`src/rtl/accel_buffer_defines.vh`:
```
// Register offsets, field positions, modes and reset values of the buffer
`ifndef ACCEL_BUFFER_DEFINES_VH
`define ACCEL_BUFFER_DEFINES_VH

// Register offsets on the plain register port
`define REG_CTRL     8'h00
`define REG_THRESH   8'h01
`define REG_LEVEL    8'h02
`define REG_STATUS   8'h03
`define REG_DATA     8'h04
`define REG_CLEAR    8'h05

// Control register fields
`define CTRL_MODE_LSB 0
`define CTRL_MODE_MSB 1
`define CTRL_RES_BIT  2

// Status register fields
`define STAT_WM_BIT   0
`define STAT_TRIG_BIT 7

// Buffer modes
`define MODE_OLDEST  2'h0
`define MODE_STREAM  2'h1
`define MODE_TRIGGER 2'h2
`define MODE_NEWEST  2'h3

// Reset values
`define CTRL_RST     8'h00
`define THRESH_RST   7'h10

// Bytes per stored sample at each resolution
`define BYTES_HI     3'h6
`define BYTES_LO     3'h3

`endif

```
`src/rtl/accel_sample_buffer.v`:
```
// Accelerometer sample buffer: four modes, watermark, trigger capture
//
// Operation
// - Trigger mode: flag trigger on engine interrupt once threshold reached
// - Trigger mode reads oldest sample first
// - Newest-first reads start at newest Z byte
// - Watermark when stored count reaches threshold, outside trigger mode
// - Watermark holds until count below threshold
// - Store bytes singly, X_L X_H Y_L Y_H Z_L Z_H at sixteen bits, X_H Y_H Z_H at eight
// - Write pointer fills slots one after another
// - Pre-trigger at threshold discards oldest sample
// - After trigger, keep storing until full
// - Outside pre-trigger, storage continues past threshold until full
// - Oldest-first and post-trigger stop when full
// - Stream and newest-first overwrite oldest when full
// - Oldest-first read removes oldest sample
// - Newest-first read removes only newest sample
// - Eight or sixteen bits per axis stored
// - Oldest-first reads start at oldest X byte
// - Trigger event is an engine interrupt
`timescale 1ns/100ps
`include "accel_buffer_defines.vh"

module accel_sample_buffer #(
  parameter BUF_BYTES  = 256,         // Byte store size
  parameter SLOT_W     = 7,           // Sample slot index width
  parameter BA_W       = 8,           // Byte address width
  parameter FIFO_DEPTH = 4,           // Input FIFO depth
  parameter FIFO_AW    = 2            // Input FIFO pointer width
) (
  input  wire        CLK,             // System clock
  input  wire        RST_B,           // Synchronous reset, active low
  input  wire        CE,              // Clock enable
  input  wire [7:0]  ADDR,            // Register address
  input  wire [7:0]  WDATA,           // Register write data
  input  wire        WR,              // Write strobe
  input  wire        RD,              // Read strobe
  output reg  [7:0]  RDATA,           // Read data, cycle after strobe
  input  wire        SMP_VALID,       // New sample offered
  input  wire [15:0] SMP_X,           // X acceleration
  input  wire [15:0] SMP_Y,           // Y acceleration
  input  wire [15:0] SMP_Z,           // Z acceleration
  output wire        SMP_READY,       // Sample input can take one
  input  wire        TRIG_IN,         // Engine interrupt pulse
  output reg         WATERMARK,       // Watermark level
  output reg         TRIG_CAPTURED    // Trigger captured level
);

  // Sample slots that fit in the store at each resolution
  localparam [31:0]       CAP_HI_N  = BUF_BYTES / 6;  // Full-width counts
  localparam [31:0]       CAP_LO_N  = BUF_BYTES / 3;
  localparam [SLOT_W-1:0] CAP_HI    = CAP_HI_N[SLOT_W-1:0];
  localparam [SLOT_W-1:0] CAP_LO    = CAP_LO_N[SLOT_W-1:0];
  localparam [7:0]        CTRL_INIT = `CTRL_RST;       // Control at reset
  localparam              PW     = SLOT_W + 3;  // Product width

  // Configuration written by software
  reg  [1:0]        mode;             // Buffer mode
  reg               res;              // buffer_resolution_select
  reg  [6:0]        thr;              // sample_threshold_field

  // Store state
  reg  [7:0]        mem [0:BUF_BYTES-1]; // Byte store
  reg  [SLOT_W-1:0] wr_slot;          // Slot for the next sample
  reg  [SLOT_W-1:0] rd_slot;          // Oldest stored slot
  reg  [SLOT_W-1:0] count;            // Samples stored
  reg  [2:0]        rbyte;            // Bytes already read of a sample

  // Byte writer state
  reg               busy;             // A sample is being stored
  reg  [2:0]        wk;               // Byte index being stored
  reg  [47:0]       hold;             // Sample being stored

  // FIFO drain side
  wire              f_valid;          // FIFO holds a sample
  wire [47:0]       f_data;           // Oldest FIFO sample
  wire              start;            // Take a sample from the FIFO

  // Derived values
  wire [2:0]        bps;              // Bytes per sample
  wire [SLOT_W-1:0] cap;              // Slots in the store
  wire [SLOT_W-1:0] newest;           // Slot of the newest sample
  wire [PW-1:0]     bps_w;            // Bytes per sample, wide
  wire [PW-1:0]     wr_base;          // First byte of write slot
  wire [PW-1:0]     old_base;         // First byte of oldest slot
  wire [PW-1:0]     new_base;         // First byte of newest slot
  wire [PW-1:0]     lvl_w;            // Fill level in bytes, wide
  wire [7:0]        wr_byte;          // Byte to store
  wire [2:0]        new_idx;          // Newest-first byte index
  reg  [BA_W-1:0]   raddr;            // Byte address of a data read

  // Control decisions
  wire              clr;              // Buffer clear this cycle
  wire              rd_hit;           // Data byte read of a non-empty store
  wire              last_rd;          // Last byte of a sample read
  wire              pop_old;          // Oldest sample removed
  wire              pop_new;          // Newest sample removed
  wire              full;             // Every slot in use
  wire              pre_trig;         // Trigger mode, no event yet
  wire              at_thr;           // Count at or above threshold
  wire              blocked;          // New samples refused
  wire              at_end;           // Last byte being stored
  wire              commit;           // Sample becomes visible
  wire              discard;          // Oldest sample dropped
  wire              trig_set;         // Trigger event captured

  // Next values
  reg  [SLOT_W-1:0] next_count;       // Count after this cycle
  reg  [1:0]        next_mode;        // Mode after this cycle
  reg  [6:0]        next_thr;         // Threshold after this cycle

  // Input FIFO in front of the byte store
  sample_fifo #(
    .WIDTH     (48),
    .DEPTH     (FIFO_DEPTH),
    .AW        (FIFO_AW)
  ) u_fifo (
    .clk       (CLK),
    .rst_b     (RST_B),
    .ce        (CE),
    .in_valid  (SMP_VALID),
    .in_data   ({SMP_Z, SMP_Y, SMP_X}),
    .in_ready  (SMP_READY),
    .out_valid (f_valid),
    .out_data  (f_data),
    .out_ready (start)
  );

  // Byte of the held sample in storage order
  sample_byte_pick u_pick (
    .sample    (hold),
    .hi_res    (res),
    .idx       (wk),
    .byte_out  (wr_byte)
  );

  // Slot step forward with wrap at capacity
  function [SLOT_W-1:0] slot_inc;
    input [SLOT_W-1:0] s;
    input [SLOT_W-1:0] c;
    begin
      slot_inc = (s == c - 1'b1) ? {SLOT_W{1'b0}} : s + 1'b1;
    end
  endfunction

  // Slot step back with wrap at capacity
  function [SLOT_W-1:0] slot_dec;
    input [SLOT_W-1:0] s;
    input [SLOT_W-1:0] c;
    begin
      slot_dec = (s == {SLOT_W{1'b0}}) ? c - 1'b1 : s - 1'b1;
    end
  endfunction

  // Resolution sets bytes per sample and slot count
  assign bps      = res ? `BYTES_HI : `BYTES_LO;
  assign cap      = res ? CAP_HI : CAP_LO;
  assign bps_w    = {{(PW-3){1'b0}}, bps};
  assign newest   = slot_dec(wr_slot, cap);
  assign wr_base  = {3'b000, wr_slot} * bps_w;
  assign old_base = {3'b000, rd_slot} * bps_w;
  assign new_base = {3'b000, newest} * bps_w;
  assign lvl_w    = {3'b000, count} * bps_w;

  // Newest-first walks bytes backward from Z high
  assign new_idx  = bps - 1'b1 - rbyte;

  // Register decode
  assign clr    = WR && (ADDR == `REG_CLEAR || ADDR == `REG_CTRL);
  assign rd_hit = RD && (ADDR == `REG_DATA) &&
                  (count != {SLOT_W{1'b0}});
  assign last_rd = rd_hit && (rbyte == bps - 1'b1);
  assign pop_old = last_rd && (mode != `MODE_NEWEST);
  assign pop_new = last_rd && (mode == `MODE_NEWEST);

  // Fill state
  assign full     = (count == cap);
  assign pre_trig = (mode == `MODE_TRIGGER) && !TRIG_CAPTURED;
  assign at_thr   = (count >= thr);

  // Oldest-first and post-trigger stop when full
  assign blocked = full && ((mode == `MODE_OLDEST) ||
                   ((mode == `MODE_TRIGGER) && TRIG_CAPTURED));

  // Writer takes a sample when idle, unblocked and not clearing
  assign start  = !busy && f_valid && !blocked && !clr;
  assign at_end = busy && (wk == bps - 1'b1);

  // A newest-first pop restarts the byte walk, so no commit then
  assign commit = at_end && !pop_new && !clr;

  // Drop oldest: pre-trigger at threshold, or overwrite when full
  // A threshold above capacity still may not let the store overrun
  assign discard = commit && !pop_old &&
                   (pre_trig ? (at_thr || full) : full);

  // Trigger event: engine interrupt with threshold samples held
  assign trig_set = (mode == `MODE_TRIGGER) && TRIG_IN && at_thr;

  // Byte address for a data read
  always @* begin
    raddr = {BA_W{1'b0}};
    if (mode == `MODE_NEWEST)
      raddr = new_base[BA_W-1:0] + {{(BA_W-3){1'b0}}, new_idx};
    else
      raddr = old_base[BA_W-1:0] + {{(BA_W-3){1'b0}}, rbyte};
  end

  // Count after commit, pop and discard
  always @* begin
    next_count = count;
    if (clr)
      next_count = {SLOT_W{1'b0}};
    else if (commit && !discard && !pop_old)
      next_count = count + 1'b1;
    else if (!commit && (pop_old || pop_new))
      next_count = count - 1'b1;
  end

  // Mode after a control write
  always @* begin
    next_mode = mode;
    if (WR && ADDR == `REG_CTRL)
      next_mode = WDATA[`CTRL_MODE_MSB:`CTRL_MODE_LSB];
  end

  // Threshold after a threshold write, so the watermark follows at once
  always @* begin
    next_thr = thr;
    if (WR && ADDR == `REG_THRESH)
      next_thr = WDATA[6:0];
  end

  // Configuration registers
  always @(posedge CLK) begin
    if (!RST_B) begin
      mode <= CTRL_INIT[`CTRL_MODE_MSB:`CTRL_MODE_LSB];
      res  <= CTRL_INIT[`CTRL_RES_BIT];
      thr  <= `THRESH_RST;
    end else if (CE) begin
      if (WR && ADDR == `REG_CTRL) begin
        mode <= WDATA[`CTRL_MODE_MSB:`CTRL_MODE_LSB];
        res  <= WDATA[`CTRL_RES_BIT];
      end
      if (WR && ADDR == `REG_THRESH)
        thr <= WDATA[6:0];
    end
  end

  // Byte writer: one byte per cycle into the write slot
  always @(posedge CLK) begin
    if (!RST_B) begin
      busy <= 1'b0;
      wk   <= 3'h0;
      hold <= 48'h0000_0000_0000;
    end else if (CE) begin
      if (clr) begin
        // Clear drops a sample in flight
        busy <= 1'b0;
        wk   <= 3'h0;
      end else if (start) begin
        busy <= 1'b1;
        wk   <= 3'h0;
        hold <= f_data;
      end else if (busy) begin
        mem[wr_base[BA_W-1:0] + {{(BA_W-3){1'b0}}, wk}] <= wr_byte;
        if (pop_new)
          // Write slot moved back; store again from the first byte
          wk <= 3'h0;
        else if (at_end) begin
          busy <= 1'b0;
          wk   <= 3'h0;
        end else
          wk <= wk + 1'b1;
      end
    end
  end

  // Slot pointers and count
  always @(posedge CLK) begin
    if (!RST_B) begin
      wr_slot <= {SLOT_W{1'b0}};
      rd_slot <= {SLOT_W{1'b0}};
      count   <= {SLOT_W{1'b0}};
    end else if (CE) begin
      count <= next_count;
      if (clr) begin
        wr_slot <= {SLOT_W{1'b0}};
        rd_slot <= {SLOT_W{1'b0}};
      end else begin
        // Next sample goes to the following slot
        if (commit)
          wr_slot <= slot_inc(wr_slot, cap);
        else if (pop_new)
          wr_slot <= newest;
        // Oldest slot leaves on a read or a discard
        if (pop_old || discard)
          rd_slot <= slot_inc(rd_slot, cap);
      end
    end
  end

  // Byte position within the sample being read
  always @(posedge CLK) begin
    if (!RST_B)
      rbyte <= 3'h0;
    else if (CE) begin
      if (clr)
        rbyte <= 3'h0;
      else if (last_rd)
        rbyte <= 3'h0;
      else if (rd_hit)
        rbyte <= rbyte + 1'b1;
    end
  end

  // Watermark and trigger flags
  always @(posedge CLK) begin
    if (!RST_B) begin
      WATERMARK     <= 1'b0;
      TRIG_CAPTURED <= 1'b0;
    end else if (CE) begin
      // Level follows count against threshold outside trigger mode
      WATERMARK <= (next_mode != `MODE_TRIGGER) &&
                   (next_count >= next_thr);
      // Event wins over a clear in the same cycle
      if (trig_set)
        TRIG_CAPTURED <= 1'b1;
      else if (clr)
        TRIG_CAPTURED <= 1'b0;
    end
  end

  // Read data, valid in the cycle after the strobe
  always @(posedge CLK) begin
    if (!RST_B)
      RDATA <= 8'h00;
    else if (CE) begin
      RDATA <= 8'h00;
      if (RD) begin
        case (ADDR)
          `REG_CTRL:   RDATA <= {5'h00, res, mode};
          `REG_THRESH: RDATA <= {1'b0, thr};
          `REG_LEVEL:  RDATA <= lvl_w[7:0];
          `REG_STATUS: RDATA <= {TRIG_CAPTURED, 6'h00, WATERMARK};
          `REG_DATA:   RDATA <= rd_hit ? mem[raddr] : 8'h00;
          default:     RDATA <= 8'h00;
        endcase
      end
    end
  end

endmodule // accel_sample_buffer

```
`src/rtl/sample_byte_pick.v`:
```
// Picks one stored byte out of a three-axis sample word
`timescale 1ns/100ps

module sample_byte_pick (
  input  wire [47:0] sample,          // {Z, Y, X}, 16 bits each
  input  wire        hi_res,          // 1: six bytes, 0: three bytes
  input  wire [2:0]  idx,             // Byte index within the sample
  output reg  [7:0]  byte_out         // Selected byte
);

  // High resolution: X_L X_H Y_L Y_H Z_L Z_H; low: upper byte per axis
  always @* begin
    byte_out = 8'h00;
    if (hi_res) begin
      case (idx)
        3'h0:    byte_out = sample[7:0];
        3'h1:    byte_out = sample[15:8];
        3'h2:    byte_out = sample[23:16];
        3'h3:    byte_out = sample[31:24];
        3'h4:    byte_out = sample[39:32];
        3'h5:    byte_out = sample[47:40];
        default: byte_out = 8'h00;
      endcase
    end else begin
      case (idx)
        3'h0:    byte_out = sample[15:8];
        3'h1:    byte_out = sample[31:24];
        3'h2:    byte_out = sample[47:40];
        default: byte_out = 8'h00;
      endcase
    end
  end

endmodule // sample_byte_pick

```
`src/rtl/sample_fifo.v`:
```
// Small valid/ready FIFO that holds whole samples ahead of the byte store
`timescale 1ns/100ps

module sample_fifo #(
  parameter WIDTH = 48,               // Word width
  parameter DEPTH = 4,                // Number of words
  parameter AW    = 2                 // Pointer width
) (
  input  wire             clk,        // System clock
  input  wire             rst_b,      // Synchronous reset, active low
  input  wire             ce,         // Clock enable
  input  wire             in_valid,   // Source offers a word
  input  wire [WIDTH-1:0] in_data,    // Offered word
  output reg              in_ready,   // Room for a word
  output wire             out_valid,  // A word waits
  output wire [WIDTH-1:0] out_data,   // Oldest word
  input  wire             out_ready   // Drain takes the word
);

  localparam [31:0] DEPTH_N  = DEPTH;           // Depth at full width
  localparam [AW:0] FULL_CNT = DEPTH_N[AW:0];   // Fill count when full

  reg [WIDTH-1:0] mem [0:DEPTH-1];    // Word storage
  reg [AW-1:0]    wptr;               // Next write slot
  reg [AW-1:0]    rptr;               // Next read slot
  reg [AW:0]      cnt;                // Words held
  wire            push = in_valid && in_ready;   // Word accepted
  wire            pop  = out_valid && out_ready; // Word drained
  reg  [AW:0]     next_cnt;           // Count after this cycle

  assign out_valid = (cnt != {(AW+1){1'b0}});
  assign out_data  = mem[rptr];

  // Next fill count
  always @* begin
    next_cnt = cnt;
    if (push && !pop)
      next_cnt = cnt + 1'b1;
    else if (pop && !push)
      next_cnt = cnt - 1'b1;
  end

  // Pointers, count and registered ready
  always @(posedge clk) begin
    if (!rst_b) begin
      wptr     <= {AW{1'b0}};
      rptr     <= {AW{1'b0}};
      cnt      <= {(AW+1){1'b0}};
      in_ready <= 1'b1;
    end else if (ce) begin
      if (push) begin
        mem[wptr] <= in_data;
        wptr      <= (wptr == DEPTH - 1) ? {AW{1'b0}} : wptr + 1'b1;
      end
      if (pop)
        rptr <= (rptr == DEPTH - 1) ? {AW{1'b0}} : rptr + 1'b1;
      cnt      <= next_cnt;
      in_ready <= (next_cnt != FULL_CNT);
    end
  end

endmodule // sample_fifo

```
`config.mk`:
```
export PLATFORM = sky130hd
export DESIGN_NAME = accel_sample_buffer
export DESIGN_NICKNAME = d
export VERILOG_FILES = /design/src/rtl/accel_sample_buffer.v /design/src/rtl/sample_byte_pick.v /design/src/rtl/sample_fifo.v
export VERILOG_INCLUDE_DIRS = /design/src /design/src/rtl
export SDC_FILE = /design/constraint.sdc
export NUM_CORES = 2
export LEC_CHECK = 0
export ABC_AREA = 1
export ABC_CLOCK_PERIOD_IN_PS = 12900
export BUFFER_PORTS_ARGS = -buffer_cell sky130_fd_sc_hd__buf_2
export CORE_MARGIN = 5
export CORE_UTILIZATION = 40
export DETAILED_ROUTE_END_ITERATION = 6
export GPL_TIMING_DRIVEN = 0
export HOLD_SLACK_MARGIN = 0.03
export PLACE_DENSITY_LB_ADDON = 0.1
export SLEW_MARGIN = 20
export SYNTH_ARGS = -nofsm -noshare
export SYNTH_HDL_FRONTEND = slang
export SYNTH_SLANG_ARGS = --single-unit
```
`constraint.sdc`:
```
create_clock -name CLK -period 12.9 [get_ports CLK]
set_input_delay 2.58 -clock CLK [delete_from_list [all_inputs] [get_ports CLK]]
set_output_delay 2.58 -clock CLK [all_outputs]
set_load 0.005 [all_outputs]
```
==> impl_metrics.ini <==
[sta]
fmaxAchievable_ghz = 0.128
fin_ws_ns = 5.06
finalMaxSlewViolations = 0
rsz0062_at_grt = no
worstMarginPinSlew_ns = 1.29
fin_hold_ws_ns = 0.463
setup_viol = 0
skew_ns = 0.0699
relSlewSlack = 0.137
finalSetupTns_ns = 0
hold_viol = 0
layout_min_cycle_time_ns = 7.84
finalCritPeriodShare = 0.607

[layout]
syn_to_final_growth_pct = 16.9
finish.utilization = 0.469
instances_no_fill = 12500
nNetsFinal = 9314
drive_gt1_frac = 0.127
fin_area_um2 = 115000

[logic_synthesis]
synth-main-ff-cell = edfxtp_1
seq_area_frac_synth = 0.703
synthCells = 8587
syn_avg_cell_area_um2 = 11.5
synth_common_cells = 2240 x edfxtp_1, 2200 x nand2_1, 2143 x nand3_1
yosysUniqueCellTypes = 44
yosys_warnings = 0
syn_nets = 8802
synth_area_um2 = 98600
synthArstFlopShare = 0
synth.most_common_cell = edfxtp_1
synth_top_area_frac = 0.682
yosysTopAreaCell = edfxtp_1
synth_edf_count = 2240
ys_seq_elements = 2344
netlist_top_cells_area = edfxtp_1 68%, nand3_1 11%, nand2_1 8.4%

[setup_path]
cp_common_cell = nand2_1
crit_buf_inv = 5
criticalPathCategory = reg2reg
crit_family = buffers and inverters
required_ns = 13.67
crit_fanout = 21
cp-end-kind = flop
startpoint_type = flop
slowest_delay_ns = 1.02
crit_arrival_ns = 8.61
critPathSlowestCell = dfxtp_1
cp_cell_sequence = clkbuf_1 -> clkbuf_1 -> nand2_1 -> fa_1 -> inv_1 -> ha_1 -> ha_1 -> a21oi_1 -> nand2_1 -> xnor2_1 -> nand2_1 -> nand2_1 -> inv_1 -> buf_1 -> nand3_1 -> nand3_1 -> nand3_1 -> nand3_1 -> nand2_1 -> nand2_1 -> a21oi_1

[floorplan]
die_w_um = 506
die_h_um = 506
ioPinCount = 82
floorplan.initialDensity = 0.401
rows = 182
die_area_um2 = 257000
core_um2 = 246000

[global_routing]
grtUsageTotal = 0.339
antenna_found_initial = 20
grt_pass1_wl_mm = 594
overflow = 0
grt_max_degree = 33
grt_pass1_vias = 70000

[route]
routed_via_density = 6.04
wirelength_mm = 447
antenna_left = 0
dr.pass1.iters = 7
route.detailed.drc = 5
avgRoutedWirePerCell_um = 35.7
drtIter0Drc = 11400
dr_total_vias = 75500

[clock_network]
htreeDepth = 5
cts_made_buffers = 277
cts_hold_buffers = 0
clk_latency_ns = 0.96
cts_sinks = 2344
clock_path_buffers = 4
clk_pin_slew_ns = 0.06
cts-resized-gates = 0
cts_tree = done
cts_setup_buffers = 0
root_buffer = clkbuf_16

[power_and_ir_drop]
p_per_area_nw_per_um2 = 153
power_mw = 17.6
p_leak_nw = 41.4
ir_worst_vdd_uv = 109

[flow_run]
maxCapViolCount = 0

[place]
io_buffers = 80
gp_congestion = 1.01
post-place-cells = 12000
hpwl_mm = 316
placed_cell_area_um2 = 107000
place_ws_ns = 5.34

[hold_path]
holdCritPathClass = reg2reg

[status]
violations = design-rule violations
status = finished, violations left
[path summary, 6_finish.rpt]
path	startpoint	end	slack, ns	cells past startpoint
hold / removal	RDATA[2]	RDATA[2]	0.46	2
hold reg to reg	RDATA[2]	RDATA[2]	0.46	2
setup reg to reg	res	RDATA[2]	5.06	21
setup / recovery	res	RDATA[2]	5.06	21
[cell usage in the layout (no fill, tap or decap), types with 77 or more instances in the layout]
cell	n
ha_1	116
nand3_1	2143
o21ai_0	211
nor2_2	181
nor2_1	244
edfxtp_1	2240
clkbuf_1	206
nand2_1	2200
buf_2	437
clkbuf_16	284
a21oi_1	121
buf_16	77
o22ai_1	82
inv_1	208
dfxtp_1	104
[tightest hold or removal path, delay by kind of cell (launching register included)]
kind	cells	cell delay, ns
DFF	1	0.30
and+or+nand+nor	1	0.06
AOI/OAI and AO/OA	1	0.06
[final cells by class]
| cell class | count | area, um^2 |
|---|---|---|
| Antenna cell | 8 | 20.0 |
| Clock inverter | 116 | 970 |
| Inverter | 215 | 807 |
| Sequential cell | 2344 | 69300 |
| Buffer | 556 | 2650 |
| Fill cell | 22300 | 130000 |
| Clock buffer | 352 | 7370 |
| Timing Repair Buffer | 233 | 3660 |
| Tap cell | 3220 | 4030 |
| Multi-Input combinational cell | 5472 | 26400 |
[where the power goes]
group	internal (mW)	switching (mW)
clock	4.32	3.17
sequential	8.69	0.0224
combinational	0.445	0.938
[registers in the layout (all words and copies together), names as in the netlist, 3 cells and up]
name / flops
hold: 48
u_fifo.mem: 192
rbyte: 3
mem: 2048
wr_slot: 7
thr: 7
RDATA: 8
count: 7
wk: 3
u_fifo.cnt: 3
rd_slot: 7
[cells by family (layout without fill, tap and decap cells)]
group | count (synthesis) | in the layout | synth area share
AO/OA/AOI/OAI | 470 | 470 | 0.0262
XOR/XNOR | 38 | 38 | 0.00338
adder cells (fa/ha/maj) | 144 | 144 | 0.0204
buffers and inverters | 771 | 1472 | 0.0349
flip-flops | 2344 | 2344 | 0.703
other | 0 | 8 | 0
AND/OR/NAND/NOR | 4820 | 4820 | 0.212
[per-layer routing]
| metal | track usage | up-vias | routed length [um] |
|---|---|---|---|
| met5 | 0 | - | 94 |
| met1 | 0.435 | 37600 | 167000 |
| li1 | - | 31600 | - |
| met3 | 0.0977 | 1246 | 52300 |
| met4 | 0.200 | 14 | 32900 |
| met2 | 0.511 | 5121 | 195000 |
Power figures use the tool's default switching activity.
